--- config.mk ---
export PLATFORM = sky130hd
export DESIGN_NAME = olpa_otp_loader
export DESIGN_NICKNAME = d
export VERILOG_FILES = /design/src/rtl/olpa_pkg.sv /design/src/rtl/olpa_cfg_mem.sv /design/src/rtl/olpa_otp_loader.sv
export SDC_FILE = /design/constraint.sdc
export NUM_CORES = 1
export LEC_CHECK = 0
export ABC_AREA = 1
export BUFFER_PORTS_ARGS = -buffer_cell sky130_fd_sc_hd__clkbuf_2
export CORE_UTILIZATION = 45
export CTS_CLUSTER_DIAMETER = 150
export DETAILED_ROUTE_END_ITERATION = 10
export GPL_TIMING_DRIVEN = 1
export SKIP_LAST_GASP = 1
export SLEW_MARGIN = 10
export SYNTH_ARGS = -nofsm -noshare
export SYNTH_HDL_FRONTEND = slang
export SYNTH_SLANG_ARGS = --single-unit
--- constraint.sdc ---
create_clock -name clk -period 9.2 [get_ports clk]
set_clock_uncertainty 0.1 [all_clocks]
set_input_delay 1.38 -clock clk [delete_from_list [all_inputs] [get_ports clk]]
set_output_delay 1.38 -clock clk [all_outputs]
set_load 0.05 [all_outputs]
--- src/rtl/olpa_pkg.sv ---
// olpa_pkg: constants, field layout and states of the otp loader and program assist
// assumes a 200 MHz system clock and a word-wide otp macro
package olpa_pkg;

  // clock
  localparam int CLK_PERIOD_PS  = 5000;

  // array and loader geometry
  localparam int ADDR_W         = 11;
  localparam int DATA_W         = 16;
  localparam int SLOT_W         = 2;
  localparam int IDX_W          = 6;
  localparam int LOAD_WORDS     = 64;
  localparam int CNT_W          = 9;
  localparam int TRY_W          = 4;

  // loader configuration register layout
  localparam int LDR_W          = 16;
  localparam int RELOAD_BIT     = 15;
  localparam int SLOT_HI        = 11;
  localparam int SLOT_LO        = 10;
  localparam int RDMODE_BIT     = 9;
  localparam int TSETUP_BIT     = 8;
  localparam int TPULSE_HI      = 7;
  localparam int TPULSE_LO      = 4;
  localparam int TRCVRY_HI      = 3;
  localparam int TRCVRY_LO      = 0;
  localparam logic [LDR_W-1:0] LDR_RESET = 16'h00BA;
  localparam logic [LDR_W-1:0] LDR_WMASK = 16'h8FFF;

  // program assist control register layout
  localparam int PAC_W          = 8;
  localparam int PGM_MODE_BIT   = 7;
  localparam int DELAY_HI       = 5;
  localparam int DELAY_LO       = 4;
  localparam int RETRY_HI       = 3;
  localparam int RETRY_LO       = 0;
  localparam logic [PAC_W-1:0] PAC_RESET = 8'h1A;
  localparam logic [PAC_W-1:0] PAC_WMASK = 8'hBF;

  // timing
  localparam int DELAY_UNIT_CYC = 128;
  localparam int DELAY_SHIFT    = $clog2(DELAY_UNIT_CYC);
  localparam int PGM_PULSE_PS   = 100000;
  localparam int PGM_PULSE_CYC  = (PGM_PULSE_PS + CLK_PERIOD_PS - 1) / CLK_PERIOD_PS;
  localparam logic [CNT_W-1:0] PGM_LAST = CNT_W'(PGM_PULSE_CYC - 1);
  localparam logic [CNT_W-1:0] CNT_ZERO = 9'h000;
  localparam logic [CNT_W-1:0] CNT_ONE  = 9'h001;
  localparam logic [IDX_W-1:0] IDX_LAST = IDX_W'(LOAD_WORDS - 1);

  typedef enum logic [3:0] {
    ST_IDLE, ST_ARST, ST_SETUP, ST_PULSE, ST_RCVRY, ST_PGM, ST_PDLY, ST_MWR
  } olpa_state_e;

  typedef enum logic {OP_LOAD, OP_PA} olpa_op_e;

endpackage

--- src/rtl/olpa_cfg_mem.sv ---
// olpa_cfg_mem: holds the words of the last loaded user configuration
// assumes one write port and one read port on the same clock
`timescale 1ns/10ps
module olpa_cfg_mem #(
  parameter int DEPTH = 64,
  parameter int WIDTH = 16
) (
  // clock and reset
  input  wire logic                     clk,
  input  wire logic                     rst_n,
  // write port
  input  wire logic                     we,
  input  wire logic [$clog2(DEPTH)-1:0] waddr,
  input  wire logic [WIDTH-1:0]         wdata,
  // read port
  input  wire logic [$clog2(DEPTH)-1:0] raddr,
  output logic      [WIDTH-1:0]         rdata_reg
);
  logic [WIDTH-1:0] mem [DEPTH];

  always_ff @(posedge clk) begin
    if (we) begin
      mem[waddr] <= wdata;
    end
  end

  always_ff @(posedge clk or negedge rst_n) begin
    if (!rst_n) begin
      rdata_reg <= '0;
    end else begin
      rdata_reg <= mem[raddr];
    end
  end
endmodule // olpa_cfg_mem

--- src/rtl/olpa_otp_loader.sv ---
// olpa_otp_loader: otp configuration loader, program assist and their control registers
// assumes the otp macro samples address and data while read or program is high
// Summary of operation
// - writing one to the reload bit starts a load of the chosen configuration
// - reload fires only on a new one after software wrote the bit to zero
// - a requested reload waits while the loader clock gate bit is one
// - the two-bit slot field picks which user configuration the reload reads
// - read mode resets to differential; the startup load is always differential
// - differential: mode word bit zero set at reset end, addresses shifted left one
// - single-ended: mode word bit zero cleared at reset end, addresses unchanged
// - read address setup lasts setup field plus one cycles
// - read strobe lasts pulse field plus one cycles; field resets to eleven
// - recovery after each read lasts recovery field plus one cycles; resets to ten
// - differential assist: even word gets data, odd word its inverse, bit zero ignored
// - single-ended assist: the given word alone is programmed, no inverse word
// - assist encoding has no effect on manual write commands
// - inter-step delay is delay field times 128 cycles; field resets to one
// - each word is tried up to the retry count, then the load failure flag sets
// - load failure flag is sticky and cleared by writing one
`timescale 1ns/10ps
module olpa_otp_loader
  import olpa_pkg::*;
(
  // clock and reset
  input  wire logic              clk,
  input  wire logic              rstn,
  // register port
  input  wire logic              ldr_wr,
  input  wire logic [LDR_W-1:0]  ldr_wdata,
  output logic      [LDR_W-1:0]  ldr_rdata,
  input  wire logic              pac_wr,
  input  wire logic [PAC_W-1:0]  pac_wdata,
  output logic      [PAC_W-1:0]  pac_rdata,
  input  wire logic              fail_clr,
  output logic                   load_fail,
  // loader status
  input  wire logic              loader_clock_gate_bit,
  output logic                   busy,
  output logic                   load_done,
  // loaded configuration readback
  input  wire logic [IDX_W-1:0]  cfg_rd_addr,
  output logic      [DATA_W-1:0] cfg_rd_data,
  // program assist request
  input  wire logic              pa_start,
  input  wire logic [ADDR_W-1:0] pa_addr,
  input  wire logic [DATA_W-1:0] pa_wdata,
  output logic                   pa_done,
  // manual write request
  input  wire logic              man_wr,
  input  wire logic [ADDR_W-1:0] man_addr,
  input  wire logic [DATA_W-1:0] man_wdata,
  // otp macro
  output logic                   mac_reset,
  output logic                   macro_mode_word_b0,
  output logic      [ADDR_W-1:0] mac_addr,
  output logic                   mac_read,
  output logic                   mac_pgm,
  output logic      [DATA_W-1:0] mac_wdata,
  input  wire logic [DATA_W-1:0] mac_rdata
);

  logic                 rst_meta_reg;
  logic                 rst_n;
  logic [LDR_W-1:0]     ldr_reg;
  logic [PAC_W-1:0]     pac_reg;
  olpa_state_e          state_reg;
  olpa_op_e             op_reg;
  logic [CNT_W-1:0]     cnt_reg;
  logic [CNT_W-1:0]     cur_last;
  logic [CNT_W-1:0]     delay_cyc;
  logic                 startup_pend_reg;
  logic                 reload_pend_reg;
  logic                 load_diff_reg;
  logic [SLOT_W-1:0]    slot_reg;
  logic [IDX_W-1:0]     idx_reg;
  logic                 pa_diff_reg;
  logic                 pa_second_reg;
  logic [ADDR_W-1:0]    pa_addr_reg;
  logic [DATA_W-1:0]    pa_wdata_reg;
  logic [TRY_W-1:0]     tries_reg;
  logic [ADDR_W-1:0]    man_addr_reg;
  logic [DATA_W-1:0]    man_wdata_reg;
  logic [DATA_W-1:0]    rd_data_reg;
  logic                 load_fail_reg;
  logic                 load_done_reg;
  logic                 pa_done_reg;
  logic                 mode_b0_reg;
  logic                 reload_trig;
  logic                 step_end;
  logic                 accept_start;
  logic                 accept_reload;
  logic                 verify_ok;
  logic                 pa_give_up;
  logic                 mem_we;
  logic [ADDR_W-1:0]    pa_cur_addr;
  logic [DATA_W-1:0]    pa_cur_data;
  logic [ADDR_W-1:0]    load_phys;
  logic [SLOT_W+IDX_W-1:0] load_log;

  // reset release through two flops
  always_ff @(posedge clk or negedge rstn) begin
    if (!rstn) begin
      rst_meta_reg <= 1'b0;
      rst_n        <= 1'b0;
    end else begin
      rst_meta_reg <= 1'b1;
      rst_n        <= rst_meta_reg;
    end
  end

  // control registers
  always_ff @(posedge clk or negedge rst_n) begin
    if (!rst_n) begin
      ldr_reg <= LDR_RESET;
      pac_reg <= PAC_RESET;
    end else begin
      if (ldr_wr) begin
        ldr_reg <= ldr_wdata & LDR_WMASK;
      end
      if (pac_wr) begin
        pac_reg <= pac_wdata & PAC_WMASK;
      end
    end
  end

  assign ldr_rdata = ldr_reg;
  assign pac_rdata = pac_reg;

  // reload fires on a one written over a stored zero
  assign reload_trig   = ldr_wr && ldr_wdata[RELOAD_BIT] && !ldr_reg[RELOAD_BIT];
  assign accept_start  = (state_reg == ST_IDLE) && startup_pend_reg;
  assign accept_reload = (state_reg == ST_IDLE) && !startup_pend_reg && reload_pend_reg
                         && !loader_clock_gate_bit;

  always_ff @(posedge clk or negedge rst_n) begin
    if (!rst_n) begin
      startup_pend_reg <= 1'b1;
      reload_pend_reg  <= 1'b0;
    end else begin
      if (accept_start) begin
        startup_pend_reg <= 1'b0;
      end
      if (reload_trig) begin
        reload_pend_reg <= 1'b1;
      end else if (accept_reload) begin
        reload_pend_reg <= 1'b0;
      end
    end
  end

  // length of the current step
  assign delay_cyc = CNT_W'(pac_reg[DELAY_HI:DELAY_LO]) << DELAY_SHIFT;

  always_comb begin
    cur_last = CNT_ZERO;
    unique case (state_reg)
      ST_IDLE:  cur_last = CNT_ZERO;
      ST_ARST:  cur_last = CNT_ZERO;
      ST_SETUP: cur_last = CNT_W'(ldr_reg[TSETUP_BIT]);
      ST_PULSE: cur_last = CNT_W'(ldr_reg[TPULSE_HI:TPULSE_LO]);
      ST_RCVRY: cur_last = CNT_W'(ldr_reg[TRCVRY_HI:TRCVRY_LO]);
      ST_PGM:   cur_last = PGM_LAST;
      ST_PDLY:  cur_last = (delay_cyc == CNT_ZERO) ? CNT_ZERO : delay_cyc - CNT_ONE;
      ST_MWR:   cur_last = PGM_LAST;
    endcase
  end

  assign step_end = (cnt_reg == cur_last);

  // program assist target word
  assign pa_cur_addr = pa_second_reg ? {pa_addr_reg[ADDR_W-1:1], 1'b1} : pa_addr_reg;
  assign pa_cur_data = pa_second_reg ? ~pa_wdata_reg : pa_wdata_reg;
  assign verify_ok   = ((pa_cur_data & ~rd_data_reg) == '0);
  assign pa_give_up  = !verify_ok && (tries_reg >= pac_reg[RETRY_HI:RETRY_LO]);

  // sequencer
  always_ff @(posedge clk or negedge rst_n) begin
    if (!rst_n) begin
      state_reg     <= ST_IDLE;
      op_reg        <= OP_LOAD;
      cnt_reg       <= CNT_ZERO;
      load_diff_reg <= 1'b1;
      slot_reg      <= '0;
      idx_reg       <= '0;
      pa_diff_reg   <= 1'b1;
      pa_second_reg <= 1'b0;
      pa_addr_reg   <= '0;
      pa_wdata_reg  <= '0;
      tries_reg     <= '0;
      man_addr_reg  <= '0;
      man_wdata_reg <= '0;
      rd_data_reg   <= '0;
    end else begin
      cnt_reg <= step_end ? CNT_ZERO : cnt_reg + CNT_ONE;
      unique case (state_reg)
        ST_IDLE: begin
          cnt_reg <= CNT_ZERO;
          if (accept_start) begin
            op_reg        <= OP_LOAD;
            load_diff_reg <= 1'b1;
            slot_reg      <= '0;
            idx_reg       <= '0;
            state_reg     <= ST_ARST;
          end else if (accept_reload) begin
            op_reg        <= OP_LOAD;
            load_diff_reg <= !ldr_reg[RDMODE_BIT];
            slot_reg      <= ldr_reg[SLOT_HI:SLOT_LO];
            idx_reg       <= '0;
            state_reg     <= ST_ARST;
          end else if (pa_start) begin
            op_reg        <= OP_PA;
            pa_diff_reg   <= !pac_reg[PGM_MODE_BIT];
            pa_addr_reg   <= pac_reg[PGM_MODE_BIT] ? pa_addr
                             : {pa_addr[ADDR_W-1:1], 1'b0};
            pa_wdata_reg  <= pa_wdata;
            pa_second_reg <= 1'b0;
            tries_reg     <= '0;
            state_reg     <= ST_PGM;
          end else if (man_wr) begin
            man_addr_reg  <= man_addr;
            man_wdata_reg <= man_wdata;
            state_reg     <= ST_MWR;
          end
        end
        ST_ARST: begin
          state_reg <= ST_SETUP;
        end
        ST_SETUP: begin
          if (step_end) begin
            state_reg <= ST_PULSE;
          end
        end
        ST_PULSE: begin
          if (step_end) begin
            rd_data_reg <= mac_rdata;
            state_reg   <= ST_RCVRY;
          end
        end
        ST_RCVRY: begin
          if (step_end) begin
            if (op_reg == OP_LOAD) begin
              idx_reg   <= idx_reg + IDX_W'(1);
              state_reg <= (idx_reg == IDX_LAST) ? ST_IDLE : ST_SETUP;
            end else if (verify_ok || pa_give_up) begin
              if (pa_diff_reg && !pa_second_reg) begin
                pa_second_reg <= 1'b1;
                tries_reg     <= '0;
                state_reg     <= ST_PGM;
              end else begin
                state_reg <= ST_IDLE;
              end
            end else begin
              state_reg <= ST_PGM;
            end
          end
        end
        ST_PGM: begin
          if (step_end) begin
            tries_reg <= tries_reg + TRY_W'(1);
            state_reg <= ST_PDLY;
          end
        end
        ST_PDLY: begin
          if (step_end) begin
            state_reg <= ST_SETUP;
          end
        end
        ST_MWR: begin
          if (step_end) begin
            state_reg <= ST_IDLE;
          end
        end
      endcase
    end
  end

  // macro mode word bit zero follows the load encoding at reset end
  always_ff @(posedge clk or negedge rst_n) begin
    if (!rst_n) begin
      mode_b0_reg <= 1'b1;
    end else if (state_reg == ST_ARST) begin
      mode_b0_reg <= load_diff_reg;
    end
  end

  // sticky failure flag, set wins over clear
  always_ff @(posedge clk or negedge rst_n) begin
    if (!rst_n) begin
      load_fail_reg <= 1'b0;
    end else if (state_reg == ST_RCVRY && step_end && op_reg == OP_PA && pa_give_up) begin
      load_fail_reg <= 1'b1;
    end else if (fail_clr) begin
      load_fail_reg <= 1'b0;
    end
  end

  // completion pulses
  assign mem_we = (state_reg == ST_RCVRY) && step_end && (op_reg == OP_LOAD);

  always_ff @(posedge clk or negedge rst_n) begin
    if (!rst_n) begin
      load_done_reg <= 1'b0;
      pa_done_reg   <= 1'b0;
    end else begin
      load_done_reg <= mem_we && (idx_reg == IDX_LAST);
      pa_done_reg   <= (state_reg == ST_RCVRY) && step_end && (op_reg == OP_PA)
                       && (verify_ok || pa_give_up) && !(pa_diff_reg && !pa_second_reg);
    end
  end

  // macro drive
  assign load_log  = {slot_reg, idx_reg};
  assign load_phys = load_diff_reg ? ADDR_W'({load_log, 1'b0}) : ADDR_W'(load_log);

  always_comb begin
    if (state_reg == ST_MWR) begin
      mac_addr  = man_addr_reg;
      mac_wdata = man_wdata_reg;
    end else if (op_reg == OP_PA) begin
      mac_addr  = pa_cur_addr;
      mac_wdata = pa_cur_data;
    end else begin
      mac_addr  = load_phys;
      mac_wdata = '0;
    end
  end

  assign mac_reset          = (state_reg == ST_ARST);
  assign mac_read           = (state_reg == ST_PULSE);
  assign mac_pgm            = (state_reg == ST_PGM) || (state_reg == ST_MWR);
  assign macro_mode_word_b0 = mode_b0_reg;
  assign busy               = (state_reg != ST_IDLE);
  assign load_done          = load_done_reg;
  assign pa_done            = pa_done_reg;
  assign load_fail          = load_fail_reg;

  olpa_cfg_mem #(
    .DEPTH (LOAD_WORDS),
    .WIDTH (DATA_W)
  ) u_cfg_mem (
    .clk       (clk),
    .rst_n     (rst_n),
    .we        (mem_we),
    .waddr     (idx_reg),
    .wdata     (rd_data_reg),
    .raddr     (cfg_rd_addr),
    .rdata_reg (cfg_rd_data)
  );

  // checks
  logic [CNT_W-1:0] rd_len_reg;

  always_ff @(posedge clk or negedge rst_n) begin
    if (!rst_n) begin
      rd_len_reg <= CNT_ZERO;
    end else begin
      rd_len_reg <= mac_read ? rd_len_reg + CNT_ONE : CNT_ZERO;
    end
  end
endmodule // olpa_otp_loader

==> results.sh, run 1 <==
export IMPL_outcome="finished clean"
export IMPL_ys_seq_elements=1166
export IMPL_arrival_ns=3.38
export IMPL_cts_sinks=1166
export IMPL_first_pass_iters=7
export IMPL_vias=31011
export IMPL_synth_top_family_by_area="compound AO/OA/AOI/OAI gates"
export IMPL_routedWlPerCell_um=23.09
export IMPL_slew_violations=0
export IMPL_cts_hold_buf=0
export IMPL_place_congestion=0.8130
export IMPL_r2r_start="state_reg[1]$_DFFE_PN0P_"
export IMPL_dieHeight_um=325.2
export IMPL_core_area_um2=103500
export IMPL_rows=118
export IMPL_synth_area_leader_cell="edfxtp_1"
export IMPL_seq_area_frac_synth_pct=73.00
export IMPL_dp_slack_ns=4.311
export IMPL_drive_gt1_share_pct=14.19
export IMPL_area_delta_synth_final_pct=13.34
export IMPL_die_w_um=325.2
export IMPL_max_slew_margin_rel_pct=25.82
export IMPL_path_class="reg2out"
export IMPL_fin_ws_ns=4.343
export IMPL_stdcell_count=5413
export IMPL_synth_xor_area_share_pct=0.05589
export IMPL_synth_edf_count=1024
export IMPL_final_nets=4046
export IMPL_end_kind="output port"
export IMPL_ant_nets=0
export IMPL_hold_class="reg2async"
export IMPL_hold_violations=0
export IMPL_grt_antenna_before_repair=1
export IMPL_synth_cell_type_count=43
export IMPL_ios=183
export IMPL_synth_cells=3779
export IMPL_postCtsSetupBuffers=0
export IMPL_largest_reg_flops=1024
export IMPL_grt_pass1_vias=29310
export IMPL_synthSimpleGateAreaFrac_pct=9.978
export IMPL_clk_latency_ns=0.70
export IMPL_fill_cells=8906
export IMPL_utilization_pct=51.48
export IMPL_finish_instance_area_um2=53280
export IMPL_clock_fmax_mhz=205.9
export IMPL_cts_resized=0
export IMPL_grt_setup_unrepaired="no"
export IMPL_hold_worst_slack_ns=0.2302
export IMPL_synth_fa_ha_area_share_pct=0.1863
export IMPL_wirelength_um=125000
export IMPL_grt_max_degree=174
export IMPL_reg2reg_slack_ns=5.03
export IMPL_ys_top_cells_by_area="edfxtp_1, o21ai_0, dfrtp_1"
export IMPL_drt_iter0_markers=3191
export IMPL_synth_compound_area_share_pct=12.89
export IMPL_worst_pin_slew_ns=1.111
export IMPL_p_leak_nw=21.27
export IMPL_grt_pass1_wl_um=185800
export IMPL_finalSetupViolCount=0
export IMPL_clock_path_buffers=3
export IMPL_min_period_ns=4.857
export IMPL_initial_core_util_pct=45.42
export IMPL_place_area_um2=49550
export IMPL_muxShareOfSynthArea_pct=0.9342
export IMPL_power_density_nw_per_um2=206.0
export IMPL_power_mw=10.98
export IMPL_crit_fanout=28
export IMPL_clk_pin_slew_ns=0.06
export IMPL_top_register="u_cfg_mem.mem"
export IMPL_vdd_drop_max_mv=0.1534
export IMPL_post_route_period_util_pct=52.80
export IMPL_dp_cells=5192
export IMPL_netlist_area_um2=47010
export IMPL_drc=0
export IMPL_cp_required_ns=7.72
export IMPL_overflow=0
export IMPL_cts_buffers=117
export IMPL_portBuffers=174
export IMPL_cts_tree="built"
export IMPL_via_per_inst=5.729
export IMPL_async_reset_ff_share_pct=12.18
export IMPL_synth_top_area_share_pct=65.41
export IMPL_syn_avg_cell_area_um2=12.44
export IMPL_globalRouteTotalUtil_pct=23.31
export IMPL_dieArea_um2=105800
export IMPL_worst_r2r_cell_count=13
export IMPL_fin_setup_tns_ns=0
export IMPL_yosysWarnings=0
export IMPL_maxCapViolCount=0
export IMPL_cts_htree_levels=3
export IMPL_root_buffer="clkbuf_16"
export IMPL_synth_main_ff_cell="edfxtp_1"
export IMPL_place_hpwl_um=67840
export IMPL_start_kind="register"
export IMPL_r2r_end="u_cfg_mem.mem[26][15]$_DFFE_PP_"
synthesized netlist by cell type, types with 7 or more instances:
library cell	number
nor2_1	699
buf_2	36
nand4_1	12
edfxtp_1	1024
dfstp_2	12
o21bai_1	15
mux2_2	39
nand2_1	261
or2_2	22
o211ai_1	64
inv_1	86
o22ai_1	257
clkbuf_1	206
buf_1	7
dfrtp_1	130
o21ai_0	696
a21oi_1	13
ha_1	7
o221ai_1	26
nand3_1	101
cell families after synthesis:
| logic type | count (synthesis) |
|---|---|
| DFF | 1166 |
| and+or+nand+nor | 1128 |
| AOI/OAI and AO/OA | 1084 |
| buffers and inverters | 350 |
| muxes | 39 |
| adders and majority gates | 7 |
| xor gates and xnor gates | 3 |
| other | 2 |
placed cells by master, fill, tap and decap left out, types with 22 or more instances in the layout:
master     count
buf_4        106
clkbuf_1      27
clkbuf_16    120
clkbuf_2     171
clkinv_1      30
clkinv_2      23
dfrtp_1      113
edfxtp_1    1024
inv_1         83
mux2_2        39
nand2_1      261
nand3_1      101
nor2_1       698
o211ai_1      64
o21ai_0      696
o221ai_1      26
o22ai_1      257
or2_2         22
layout make-up:
class | instances | area (um^2) | share of cell area, %
Sequential cell | 1166 | 34340 | 64.45
Multi-Input combinational cell | 2266 | 11330 | 21.26
Clock buffer | 147 | 3104 | 5.826
Timing Repair Buffer | 284 | 1780 | 3.342
Tap cell | 1380 | 1727 | 3.241
Clock inverter | 71 | 618.1 | 1.160
Inverter | 96 | 376.6 | 0.7068
Antenna cell | 3 | 7.507 | 0.01409
routing by layer:
layer | global-route usage [%] | vias up | share of wire, % | wire length (um)
met5 | 0 | - | 0.0072 | 9
met4 | 6.676 | 2 | 2.4 | 2965
met3 | 3.695 | 178 | 7.3 | 9148
met2 | 36.58 | 1104 | 46 | 57990
met1 | 33.65 | 15550 | 44 | 54850
li1 | - | 14177 | - | -
where the power goes:
part	leakage, nW	switching [mW]	total, mW	internal (mW)
logic	5.66	0.440	0.614	0.174
clock network	1.81	1.98	4.64	2.66
registers	13.8	0.0187	5.72	5.70
how the worst max path moves through the flow:
stage,start,slack (ns),endpoint
2_1_floorplan,rst_n$_DFF_PN0_,4.87,cnt_reg[0]$_DFF_PN0_
3_3_place_gp,cfg_rd_addr[1],4.31,u_cfg_mem.rdata_reg[1]$_DFF_PN0_
3_5_place_dp,cfg_rd_addr[0],4.31,u_cfg_mem.rdata_reg[1]$_DFF_PN0_
4_1_cts,state_reg[2]$_DFFE_PN0P_,4.28,mac_wdata[1]
5_1_grt,state_reg[2]$_DFFE_PN0P_,4.02,mac_wdata[1]
6_report,state_reg[2]$_DFFE_PN0P_,4.34,mac_wdata[1]
critical path, stage by stage, from the launching register on:
cell and delay [ns]:
dfrtp_1 0.61, nand2_1 0.20, inv_2 0.42, nand2_1 0.45, nand2_1 0.49, o21ai_0 0.21
clkbuf_2 0.28
Power figures use the tool's default switching activity.
==> run 2: changes to the inputs <==
Clock period 9.2 ns to 3.95 ns, I/O delays scaled along.
==> results.sh, run 2 (same netlist as run 1, synthesis figures left out) <==
export IMPL_drive_gt1_share_pct=15.23
export IMPL_p_leak_nw=21.92
export IMPL_portBuffers=174
export IMPL_multiInputGateArea_um2=11330
export IMPL_core_area_um2=103500
export IMPL_final_common_cell="edfxtp_1"
export IMPL_seqCellArea_um2=34340
export IMPL_clock_fmax_mhz=294.5
export IMPL_slew_violations=0
export IMPL_via_per_inst=5.663
export IMPL_cp_required_ns=3.26
export IMPL_initial_core_util_pct=45.42
export IMPL_die_w_um=325.2
export IMPL_outcome="finished clean"
export IMPL_crit_family="buffers and inverters"
export IMPL_rows=118
export IMPL_slowest_delay_ns=0.61
export IMPL_worst_r2r_cell_count=11
export IMPL_worst_pin_slew_ns=1.089
export IMPL_arrival_ns=2.70
export IMPL_grt_pass1_vias=29782
export IMPL_clk_latency_ns=0.70
export IMPL_routedWlPerCell_um=23.03
export IMPL_crit_fanout=18
export IMPL_place_congestion=0.8372
export IMPL_path_class="reg2out"
export IMPL_n_antenna_cell=0
export IMPL_fill_cells=8752
export IMPL_grt_setup_unrepaired="no"
export IMPL_power_density_nw_per_um2=471.7
export IMPL_start_kind="register"
export IMPL_max_slew_margin_rel_pct=27.21
export IMPL_top_register="u_cfg_mem.mem"
export IMPL_overflow=0
export IMPL_vdd_drop_max_mv=0.3518
export IMPL_wirelength_um=127200
export IMPL_ant_nets=0
export IMPL_postCtsSetupBuffers=0
export IMPL_grt_pass1_wl_um=189200
export IMPL_grt_max_degree=113
export IMPL_cts_tree="built"
export IMPL_clk_pin_slew_ns=0.06
export IMPL_cts_buffers=118
export IMPL_vias=31276
export IMPL_holdPathStages=3
export IMPL_path_depth=4
export IMPL_dp_cells=5244
export IMPL_hold_class="in2reg"
export IMPL_finalSetupViolCount=0
export IMPL_hold_worst_slack_ns=0.03520
export IMPL_maxCapViolCount=0
export IMPL_largest_reg_flops=1024
export IMPL_min_period_ns=3.396
export IMPL_clock_path_buffers=3
export IMPL_cp_buffers_inverters=2
export IMPL_path_cells="clkinv_1 > o311ai_0 > nand2_1 > clkbuf_2"
export IMPL_drt_iter0_markers=3368
export IMPL_hold_violations=0
export IMPL_globalRouteTotalUtil_pct=23.78
export IMPL_end_kind="output port"
export IMPL_place_hpwl_um=72510
export IMPL_power_mw=25.74
export IMPL_cts_htree_levels=3
export IMPL_dieHeight_um=325.2
export IMPL_final_nets=4159
export IMPL_fin_setup_tns_ns=0
export IMPL_area_delta_synth_final_pct=16.08
export IMPL_ios=183
export IMPL_cts_sinks=1166
export IMPL_dieArea_um2=105800
export IMPL_final_cell_mix="edfxtp_1, nor2_1, o21ai_0, nand2_1, o22ai_1"
export IMPL_post_route_period_util_pct=85.96
export IMPL_grt_antenna_before_repair=1
export IMPL_drc=0
export IMPL_root_buffer="clkbuf_16"
export IMPL_first_pass_iters=5
export IMPL_stdcell_count=5523
export IMPL_crit_slowest_cell="o311ai_0"
export IMPL_utilization_pct=52.72
-- run 2: changes by cell type in the layout (fill, tap and decap cells not counted), moves of 3 or more --
cell / before / now
buf_12: 5 / 25
bufinv_16: 10 / 7
buf_4: 106 / 138
clkbuf_1: 27 / 24
diode_2: 3 / 0
inv_6: 5 / 2
clkinv_1: 30 / 26
clkinvlp_4: 5 / 2
clkbuf_8: 1 / 10
dlygate4sd3_1: 0 / 60
-- run 2: final timing paths --
kind | startpoint | slack, ns | to
min reg2reg | rst_meta_reg$_DFF_PN0_ | 0.25 | rst_n$_DFF_PN0_
min | pac_wdata[1] | 0.04 | pac_rdata[1]$_DFFE_PN1P_
max reg2reg | state_reg[1]$_DFFE_PN0P_ | 0.71 | u_cfg_mem.mem[27][13]$_DFFE_PP_
min in group asynchronous | rstn | 0.11 | rst_meta_reg$_DFF_PN0_
max in group asynchronous | rst_n$_DFF_PN0_ | 2.59 | man_wdata_reg[12]$_DFFE_PN0P_
max | op_reg$_DFFE_PN0P_ | 0.55 | mac_addr[0]
-- run 2: layer usage --
layer / part of all wire (%) / track usage [%] / routed length [um]
met4: 2.5 / 6.501 / 3166
met1: 43 / 33.69 / 54270
met5: 0 / 0 / 0
met3: 7.7 / 3.860 / 9742
met2: 47 / 38.09 / 60020
-- run 2: power by group --
group	leakage (nW)	internal (mW)	switching [mW]
registers	13.8	13.3	0.0505
clock network	1.86	6.24	4.62
logic	6.26	0.496	1.05
total	21.9	20.0	5.72
-- run 2: final cells by class --
cell class,instances,area share [%]
clock buffers,155,5.987
inverters,96,0.6925
clock inverters,64,0.9309
flip-flops and latches,1166,62.93
well taps,1380,3.164
repair buffers,396,5.537
multi-input cells,2266,20.76
-- run 2: worst register-to-register path, cell delays in order (launching register included) --
cell and delay, ns:
dfrtp_1 0.47, inv_2 0.15, nand2_2 0.08, nor2_1 0.23, buf_4 0.23, inv_1 0.09, nor2_1 0.16, inv_1 0.16
nor2_8 0.32, nand3_4 0.20, nor2_1 0.44, buf_4 0.32
-- run 2: repair_timing --
action	CTS	global route
hold endpoints to repair	61	0
gates resized for setup	0	0
hold buffers	60	0
-- run 2: per-stage QoR --
stage	area (um^2)	setup slack, ns
after floorplan	47020	0.6970
after global placement	50190	0.7863
after detailed placement	50190	0.7368
after CTS	54570	0.4867
after global routing	54570	0.3174
final	54570	0.5544
